File: config.mk
export PLATFORM = sky130hd
export DESIGN_NAME = pcv_source
export DESIGN_NICKNAME = d
export VERILOG_FILES = /design/src/pcv_pkg.sv /design/src/pcv_edge_sync.sv /design/src/pcv_source.sv
export SDC_FILE = /design/constraint.sdc
export NUM_CORES = 1
export LEC_CHECK = 0
export BUFFER_PORTS_ARGS = -buffer_cell sky130_fd_sc_hd__buf_2
export CAP_MARGIN = 20
export CORE_UTILIZATION = 34
export CTS_CLUSTER_DIAMETER = 50
export CTS_CLUSTER_SIZE = 8
export DETAILED_ROUTE_END_ITERATION = 6
export GPL_TIMING_DRIVEN = 0
export SLEW_MARGIN = 40
export SYNTH_ARGS = -nofsm -noshare
export SYNTH_HDL_FRONTEND = slang
export SYNTH_SLANG_ARGS = --single-unit
File: constraint.sdc
create_clock -name I_CLK -period 1.7 [get_ports I_CLK]
set_input_delay 0 -clock I_CLK [delete_from_list [all_inputs] [get_ports I_CLK]]
set_output_delay 0 -clock I_CLK [all_outputs]
set_load 0.005 [all_outputs]
File: src/pcv_pkg.sv
/*
  Constants and carrier types for the parallel component video source.
  Assumes a single system clock domain; the link word clock is sampled.
*/
package pcv_pkg;

  // ==========================================================
  // Word bus layout
  localparam int          WORD_W     = 10;
  localparam int          NARROW_W   = 8;
  localparam int          NARROW_LSB = 2;
  localparam logic [1:0]  NARROW_PAD = 2'h0;

  // ==========================================================
  // Sample phases within one pixel pair
  localparam logic [1:0]  PH_CB      = 2'h0;
  localparam logic [1:0]  PH_Y0      = 2'h1;
  localparam logic [1:0]  PH_CR      = 2'h2;
  localparam logic [1:0]  PH_Y1      = 2'h3;
  localparam logic [1:0]  PH_STEP    = 2'h1;

  // ==========================================================
  // Filler values sent when nothing else is due
  localparam logic [9:0]  FILL_CHROMA = 10'h200;
  localparam logic [9:0]  FILL_LUMA   = 10'h040;

  // ==========================================================
  // Reset values
  localparam logic [9:0]  WORD_RST   = 10'h000;
  localparam logic [2:0]  SYNC_RST   = 3'h0;

  typedef logic [WORD_W-1:0] pcv_word_t;

  typedef struct packed {
    pcv_word_t cb;
    pcv_word_t y0;
    pcv_word_t cr;
    pcv_word_t y1;
  } pcv_pair_t;

  localparam pcv_pair_t FILL_PAIR =
    '{cb: FILL_CHROMA, y0: FILL_LUMA, cr: FILL_CHROMA, y1: FILL_LUMA};

  typedef enum logic {
    LS_BLANK,
    LS_ACTIVE
  } pcv_line_t;

  typedef struct packed {
    logic [2:0] sh;
    logic       lvl;
  } pcv_sync_t;

  typedef struct packed {
    pcv_line_t  line;
    logic [1:0] phase;
    pcv_pair_t  pair;
    logic       narrow;
    pcv_word_t  word_t;
    pcv_word_t  word_c;
    logic       clk_t;
    logic       clk_c;
    logic       pair_take;
    logic       anc_take;
    logic       underrun;
  } pcv_src_t;

endpackage : pcv_pkg

File: src/pcv_edge_sync.sv
/*
  Three-stage sampler for the link word clock, with edge pulses.
  Assumes the input is asynchronous to i_clk and much slower than it.
*/
`timescale 1ns/10ps
module pcv_edge_sync
  import pcv_pkg::*;
(
  input  wire logic i_clk,
  input  wire logic i_rst_n,
  input  wire logic i_lvl,
  output logic      o_rise,
  output logic      o_fall
);

  pcv_sync_t st_q;
  pcv_sync_t st_d;
  logic      agree;

  // ==========================================================
  // Filter: a change counts once stages two and three agree
  always_comb
  begin
    st_d    = st_q;
    st_d.sh = {st_q.sh[1:0], i_lvl};
    agree   = (st_q.sh[1] == st_q.sh[2]);
    if (agree)
    begin
      st_d.lvl = st_q.sh[2];
    end
    o_rise  = agree && st_q.sh[2] && !st_q.lvl;
    o_fall  = agree && !st_q.sh[2] && st_q.lvl;
  end

  always_ff @(posedge i_clk or negedge i_rst_n)
  begin
    if (!i_rst_n)
    begin
      st_q <= '{sh: SYNC_RST, lvl: 1'b0};
    end
    else
    begin
      st_q <= st_d;
    end
  end

endmodule : pcv_edge_sync

File: src/pcv_source.sv
/*
  Source end of a bit-parallel component video link.
  Assumes the word clock arrives on a pin and user logic on I_CLK
  presents pixel pairs, ancillary words and the blanking level.
*/
// What this block does
// Ten-bit bus; eight-bit words on bits 2-9
// Lanes carry Cb, Y, Cr, Y repeating
// Ancillary words only during blanking
// Word clock accompanies data; rising edge transfers
// Rising clock edge sits mid-word
// Real-time unbuffered words, one line per block
// True terminal high for one, complement low
// Update words on falling clock edge
`timescale 1ns/10ps
module pcv_source
  import pcv_pkg::*;
(
  input  wire logic                I_CLK,
  input  wire logic                I_RST_N,
  input  wire logic                I_LINK_CLK,
  input  wire logic                I_NARROW,
  input  wire logic                I_BLANK,
  input  wire pcv_pkg::pcv_pair_t  I_PAIR,
  input  wire logic                I_PAIR_VALID,
  input  wire pcv_pkg::pcv_word_t  I_ANC,
  input  wire logic                I_ANC_VALID,
  output pcv_pkg::pcv_word_t       O_DATA_T,
  output pcv_pkg::pcv_word_t       O_DATA_C,
  output logic                     O_CLK_T,
  output logic                     O_CLK_C,
  output logic                     O_PAIR_TAKE,
  output logic                     O_ANC_TAKE,
  output logic                     O_UNDERRUN
);

  pcv_src_t   st_q;
  pcv_src_t   st_d;
  logic       rise;
  logic       fall;
  logic [1:0] ph;
  pcv_word_t  w;

  // ==========================================================
  // Word clock edges
  pcv_edge_sync u_sync (
    .i_clk   (I_CLK),
    .i_rst_n (I_RST_N),
    .i_lvl   (I_LINK_CLK),
    .o_rise  (rise),
    .o_fall  (fall)
  );

  function automatic pcv_word_t pick(input pcv_pair_t p,
                                     input logic [1:0] sel);
    pcv_word_t r;
    r = p.cb;
    unique case (sel)
      PH_CB: r = p.cb;
      PH_Y0: r = p.y0;
      PH_CR: r = p.cr;
      PH_Y1: r = p.y1;
    endcase
    return r;
  endfunction : pick

  function automatic pcv_word_t lanes(input pcv_word_t v,
                                      input logic nar);
    pcv_word_t r;
    r = v;
    if (nar)
    begin
      r = {v[NARROW_W-1:0], NARROW_PAD};
    end
    return r;
  endfunction : lanes

  // ==========================================================
  // Next state
  always_comb
  begin
    st_d           = st_q;
    st_d.pair_take = 1'b0;
    st_d.anc_take  = 1'b0;
    st_d.underrun  = 1'b0;
    ph             = 2'(st_q.phase + PH_STEP);
    w              = FILL_CHROMA;
    if (rise)
    begin
      st_d.clk_t = 1'b1;
      st_d.clk_c = 1'b0;
    end
    // Words only move on the falling edge, so the forwarded rising
    // edge lands half a period later, in the middle of the word.
    if (fall)
    begin
      st_d.clk_t  = 1'b0;
      st_d.clk_c  = 1'b1;
      st_d.narrow = I_NARROW;
      if (I_BLANK)
      begin
        st_d.line = LS_BLANK;
        w = pick(FILL_PAIR, ph);
        if (I_ANC_VALID)
        begin
          w             = I_ANC;
          st_d.anc_take = 1'b1;
        end
      end
      else
      begin
        // Each active line starts cleanly on a Cb sample
        if (st_q.line == LS_BLANK)
        begin
          ph = PH_CB;
        end
        st_d.line = LS_ACTIVE;
        if (ph == PH_CB)
        begin
          // No buffer: a missing pair is replaced, not waited for
          if (I_PAIR_VALID)
          begin
            st_d.pair      = I_PAIR;
            st_d.pair_take = 1'b1;
          end
          else
          begin
            st_d.pair     = FILL_PAIR;
            st_d.underrun = 1'b1;
          end
        end
        w = pick(st_d.pair, ph);
      end
      st_d.phase  = ph;
      st_d.word_t = lanes(w, I_NARROW);
      st_d.word_c = ~lanes(w, I_NARROW);
    end
  end

  always_ff @(posedge I_CLK or negedge I_RST_N)
  begin
    if (!I_RST_N)
    begin
      st_q <= '{line: LS_BLANK, phase: PH_Y1, pair: FILL_PAIR,
                narrow: 1'b0, word_t: WORD_RST, word_c: ~WORD_RST,
                clk_t: 1'b0, clk_c: 1'b1, pair_take: 1'b0,
                anc_take: 1'b0, underrun: 1'b0};
    end
    else
    begin
      st_q <= st_d;
    end
  end

  assign O_DATA_T    = st_q.word_t;
  assign O_DATA_C    = st_q.word_c;
  assign O_CLK_T     = st_q.clk_t;
  assign O_CLK_C     = st_q.clk_c;
  assign O_PAIR_TAKE = st_q.pair_take;
  assign O_ANC_TAKE  = st_q.anc_take;
  assign O_UNDERRUN  = st_q.underrun;
endmodule : pcv_source

# Word-level counts from Yosys, hierarchy flattened
# Cells that the tools add are included.
# W data, S select, Z words.
# word_totals
regBits	72
input_bits	57
output_inout_bits	25
# op_classes
addsub	1
n_eq_ne	7
mux	23
bitwise_logic	2
reduce_logical	12
# op_table
op	n
$mux W40	2
$mux W10	4
$pmux W10 S4	1
$pmux W10 S2	1
$mux W2	5
$not A10 Y10	1
$mux W1	9
$eq A2 B2 Y1 const B	4
$mux W5	1
$eq A2 B1 Y1 const B	2
$logic_and A1 B1 Y1	4
$logic_not A2 Y1	2
$reduce_or A2 Y1	2
$add A2 B1 Y2 const B	1
$logic_not A1 Y1	2
$reduce_and A2 Y1	1
$reduce_bool A2 Y1	1
$eq A1 B1 Y1	1
$not A1 Y1	1

# Depth between registers and ports, before layout
# depth
word_depth	11
depth_mapped	8
depth_no_buf	7

# Hierarchy
# Synthesis repeated with hierarchy kept, for this count alone.
# hier_totals
cells_unflattened	335
hier_area_um2	3173.0
# modules_own_cells
module	n_inst	cells_each	area_each_um2	seq_area_each_um2
pcv_source	1	324	3012.9	1471.4
pcv_edge_sync	1	11	160.2	100.1

# Worst setup path after synthesis
# No wires, ideal clock.
# synth_path
kind	register -> register
startpoint	register st_q[66] in the netlist's numbering
endpoint	register st_q (netlist bit O_DATA_T[3])
setup_time_ns	0.126
arrival_time_ns	1.686
t_required_ns	1.574
path_slack_ns	-0.112
stages_incl_launch_ff	8
n_path_buf	2
period_less_slack_ns	1.812
path_cell_list	dfstp_2 buf_4 buf_2 mux2i_1 o21ai_1 a211oi_1 nor2_1 a221o_1
# synth_via
elab_chain_cells	9
elab_cells_between_ends	12
# synth_rtl
element	line_no	text
start: declaration	pcv_source.sv:37	pcv_src_t st_q;
start signal: assignment	pcv_source.sv:144	st_q <= '{line: LS_BLANK, phase: PH_Y1, pair: FILL_PAIR,
start signal: assignment	pcv_source.sv:151	st_q <= st_d;
$add A2 B1 Y2 *	pcv_source.sv:86	ph = 2'(st_q.phase + PH_STEP);
$mux W2 *	pcv_source.sv:113	if (st_q.line == LS_BLANK)
$mux W2 *	pcv_source.sv:100	if (I_BLANK)
$mux W2 *	pcv_source.sv:95	if (fall)
$logic_not A2 Y1	pcv_source.sv:58, pcv_source.sv:118	
$mux W40	pcv_source.sv:118	if (ph == PH_CB)
$pmux W10 S4 *	pcv_source.sv:58	unique case (sel)
$mux W10 *	pcv_source.sv:100	
$mux W10 *	pcv_source.sv:71	if (nar)
# Every way passes the cells marked *; elsewhere a longest branch is shown, timed or not. The select of a mux whose other input is x is not followed.
# A chain may end at the register's enable or synchronous reset.

# Worst setup path in the final report
# layout_path
startpoint	register st_q[66] in the netlist's numbering
endpoint	register st_q (netlist bit O_DATA_T[4])
# Same word-level chain as after synthesis.

==> impl_results.rst <==
.. list-table::
   :header-rows: 1

   * - Metric
     - Value
   * - Fraction of layout cells with a size suffix above 1
     - 0.371
   * - Ratio of routed vias to standard cells
     - 5.00
   * - Worst slew margin relative to its limit
     - 0.622
   * - CTS tree
     - built
   * - Vias in the first global route
     - ~2800
   * - Critical Path Max Stage Delay
     - around 0.6 ns
   * - Synth top area share
     - 0.358
   * - Clock sink count
     - 62
   * - Master of the slowest instance on the critical path
     - dfstp_2
   * - Per-cell routed wire length
     - around 15 µm
   * - Final critical path time including I/O delays and setup
     - 1.91 ns
   * - Fraction of registers with async set or reset after synthesis
     - 1.00
   * - Class of the most critical setup path
     - reg2reg
   * - Cell with the most instances after synthesis
     - nand2_1
   * - Initial antenna violation count
     - 0
   * - Cell type contributing the most total cell area after synthesis
     - dfrtp_1
   * - Max capacitance violation total
     - 0
   * - Final clock period utilization by the worst path
     - 1.12
   * - Mean instance size in the synthesized netlist
     - around 9 µm²
   * - Clock network fraction of total power
     - 0.262
   * - Slew at the pin closest to its max-slew limit
     - ~0.56 ns
   * - PwrDens
     - 1250 nW/µm²
   * - Max VDD drop
     - 568 µV
   * - Number of iterations in the first detailed-routing pass
     - 5
   * - Failing checks
     - setup timing
   * - Max clock buf depth
     - 2
   * - Final Worst Setup Slack
     - -0.211 ns
   * - Worst setup slack after placement
     - -0.291 ns
   * - H-tree levels
     - 3
   * - Combinational fraction of design power
     - 0.341
   * - Static leakage
     - 2.31 nW
   * - Cell internal pwr
     - 4.01 mW
   * - Top-level port count
     - about 80
   * - Post-route cell area
     - ~4600 µm²
   * - Maximum number of pins on one net before global-route repair
     - 63
   * - Chip width
     - between 90 and 100 µm
   * - Number of nets in the final layout
     - between 500 and 600
   * - Peak Freq
     - 0.523 GHz
   * - Arrival time at the worst endpoint
     - about 2.1 ns
   * - Area of the die
     - approximately 9800 µm²
   * - NetSw
     - 1.70 mW
   * - Placed cell areas
     - around 3800 µm²
   * - Count of mapped cells out of synthesis
     - approximately 350
   * - Clock slew at the register clock pins of the worst setup and hold paths
     - about 0.070 ns
   * - Met1 global-route usage
     - 0.251
   * - Overall power consumption
     - between 5 and 6 mW
   * - Top flip-flop cell by instance count after synthesis
     - dfrtp_1
   * - Critical Path End Type
     - flip-flop
   * - CP Cell Sequence
     - buf_8 > buf_4 > mux2i_2 > nor2_2 > o311a_1 > a221o_1
   * - Slew Viols, Final
     - 0
   * - Top delay family on crit path
     - compound AO/OA/AOI/OAI gates
   * - Aggregate global routing overflow
     - 0
   * - Initial Utilization
     - 0.349
   * - Cell types with the highest counts after synthesis
     - nand2_1, dfrtp_1, nand3_1, nor2_1, buf_4
   * - Total wire length after detailed routing
     - 8.89 mm
   * - Global-route met2 utilization
     - 0.311
   * - Number of CTS-inserted buffers
     - 9
   * - Required @ worst endpoint
     - approximately 1.9 ns
   * - DRC marker count from the first detailed-route iteration
     - 137
   * - Final antenna diode count
     - 0
   * - Launching element type of the critical path
     - flip-flop
   * - HPWL after detailed placement
     - 6.22 mm
   * - Count of vias placed by the detailed router
     - approximately 3000
   * - Synth Cell Area
     - ~3200 µm²
   * - Hold Violations, Final
     - 0
   * - Final weighted congestion in routability-driven placement
     - between 0.8 and 0.9
   * - Total of buffers placed on input and output ports
     - 79
   * - Area occupied by multi-input gates
     - 1430 µm²
   * - Sequential cell area
     - ~1600 µm²
   * - Worst hold-check path type
     - in2reg
   * - Number of unique standard cell types used by synthesis
     - 52
   * - Top fanout value on the critical path
     - 8
   * - Min Hold Slack
     - 0.0981 ns
   * - Count of buffer and inverter cells on the critical path
     - 2
   * - Part of the power in registers
     - 0.397
   * - Number of inserted filler cells in the final layout
     - 897
   * - Number of synthesized register bits
     - 62
   * - Ranking of synthesized cells by area
     - dfrtp_1, dfstp_2, nand2_1
   * - Number of synthesis warnings
     - 0
   * - Post-synthesis net count
     - slightly above 400
   * - Cell chosen for the clock root
     - clkbuf_8
   * - Core region area
     - a little over 9000 µm²
   * - Unrepaired setup endpoints after global routing
     - yes
   * - Final setup TNS
     - -2.09 ns
   * - Setup violation total in the final timing report
     - 30
   * - Global route hottest layer
     - met2
   * - Global-route usage over all layers
     - 0.190
   * - Residual DRC
     - 0
   * - Post-synth EDFFs
     - 0
   * - Result of the run
     - finished with violations
   * - Global routing usage on met3
     - 0.0443
   * - Rows
     - 35
   * - Global-route wire length before repair
     - between 10 and 15 mm
   * - Sequential fraction of the synthesis area
     - 0.489
   * - Layout Skew
     - roughly 0.0076 ns
   * - Die height
     - 99.2 µm
   * - Post-route antenna net violation count
     - 0
   * - Synthesis-to-finish area growth
     - 42.2%
   * - Later-pin clock latency in the skew report
     - 0.34 ns
   * - Sw frac
     - 0.298
[layer usage]
metal,share of wire,vias to the layer above,wire [µm]
met4,0.013,0,118
li1,-,1451,-
met2,0.47,103,4210
met5,0,-,0
met1,0.46,1440,4090
met3,0.052,12,464
[cells in the final DEF, fill, tap and decap left out, drive strengths merged, types with 8 or more instances in the layout]
master,instances
buf,118
clkbuf,30
dfrtp,46
dfstp,16
dlygate4sd3,33
inv,10
mux2i,8
nand2,84
nand3,27
nor2,27
o21ai,12
[logic make-up (layout without fill, tap and decap cells)]
group,after synthesis,count (layout),share of synthesized area
adders and majority gates,2,2,0.00779
muxes,10,10,0.0319
AOI/OAI and AO/OA,61,61,0.146
DFF,62,62,0.489
and+or+nand+nor,161,161,0.224
buffers and inverters,58,194,0.100
[sequential cells by signal, indices dropped and copies added, names as in the netlist]
signal,count
st_q,33
O_DATA_C,10
O_DATA_T,10
u_sync.st_d,2
u_sync.st_q,2
O_ANC_TAKE,1
O_CLK_C,1
O_CLK_T,1
O_PAIR_TAKE,1
O_UNDERRUN,1
[worst reg2reg max path, stage by stage, from the launching register on]
cell,delay (ns)
dfstp_2,0.61
buf_8,0.14
buf_4,0.11
mux2i_2,0.24
nor2_2,0.07
o311a_1,0.37
a221o_1,0.26
[power groups by stage]
stage	sequential [mW]	combinational, mW	clock (mW)
floorplan	2.18	1.15	0
global placement	2.25	1.57	0
detailed placement	2.26	1.61	0
CTS	2.24	1.82	1.53
global route	2.32	2.13	1.60
finish	2.27	1.94	1.50
[stage by stage]
stage          cells  utilization
6_report         601        0.497
5_1_grt          601        0.497
4_1_cts          597        0.486
3_5_place_dp     544        0.409
3_3_place_gp     544        0.409
2_1_floorplan    354            -
[path summary, 6_finish.rpt]
check | from | to | slack [ns] | cells after the start
setup / recovery | st_q[66] | O_DATA_T[4] | -0.21 | 6
hold / removal | I_ANC[1] | O_DATA_C[3] | 0.1 | 4
setup reg to reg | st_q[66] | O_DATA_T[4] | -0.21 | 6
hold reg to reg | u_sync.st_d[2] | u_sync.st_d[3] | 0.35 | 0
max in group asynchronous | I_RST_N | O_DATA_C[6] | 1.11 | 2
min in group asynchronous | I_RST_N | O_CLK_T | 0.21 | 2
[what timing repair did]
item	4_1_cts	5_1_grt
cloned	0	1
buffers inserted	5	4
hold buffers	33	0
endpoints found under the setup margin	53	51
resized for setup	27	19
pin swaps	16	19
endpoints found under the hold margin	78	0
[cell type report]
class	count	share of cell area
timing repair buffer	122	0.180
clock buffer	13	0.0370
inverter	10	0.00821
tap	111	0.0304
clock inverter	3	0.0142
sequential	62	0.344
multi-input combinational	234	0.312
buffer	46	0.0734
No activity file was read; power rests on OpenSTA's default activity.
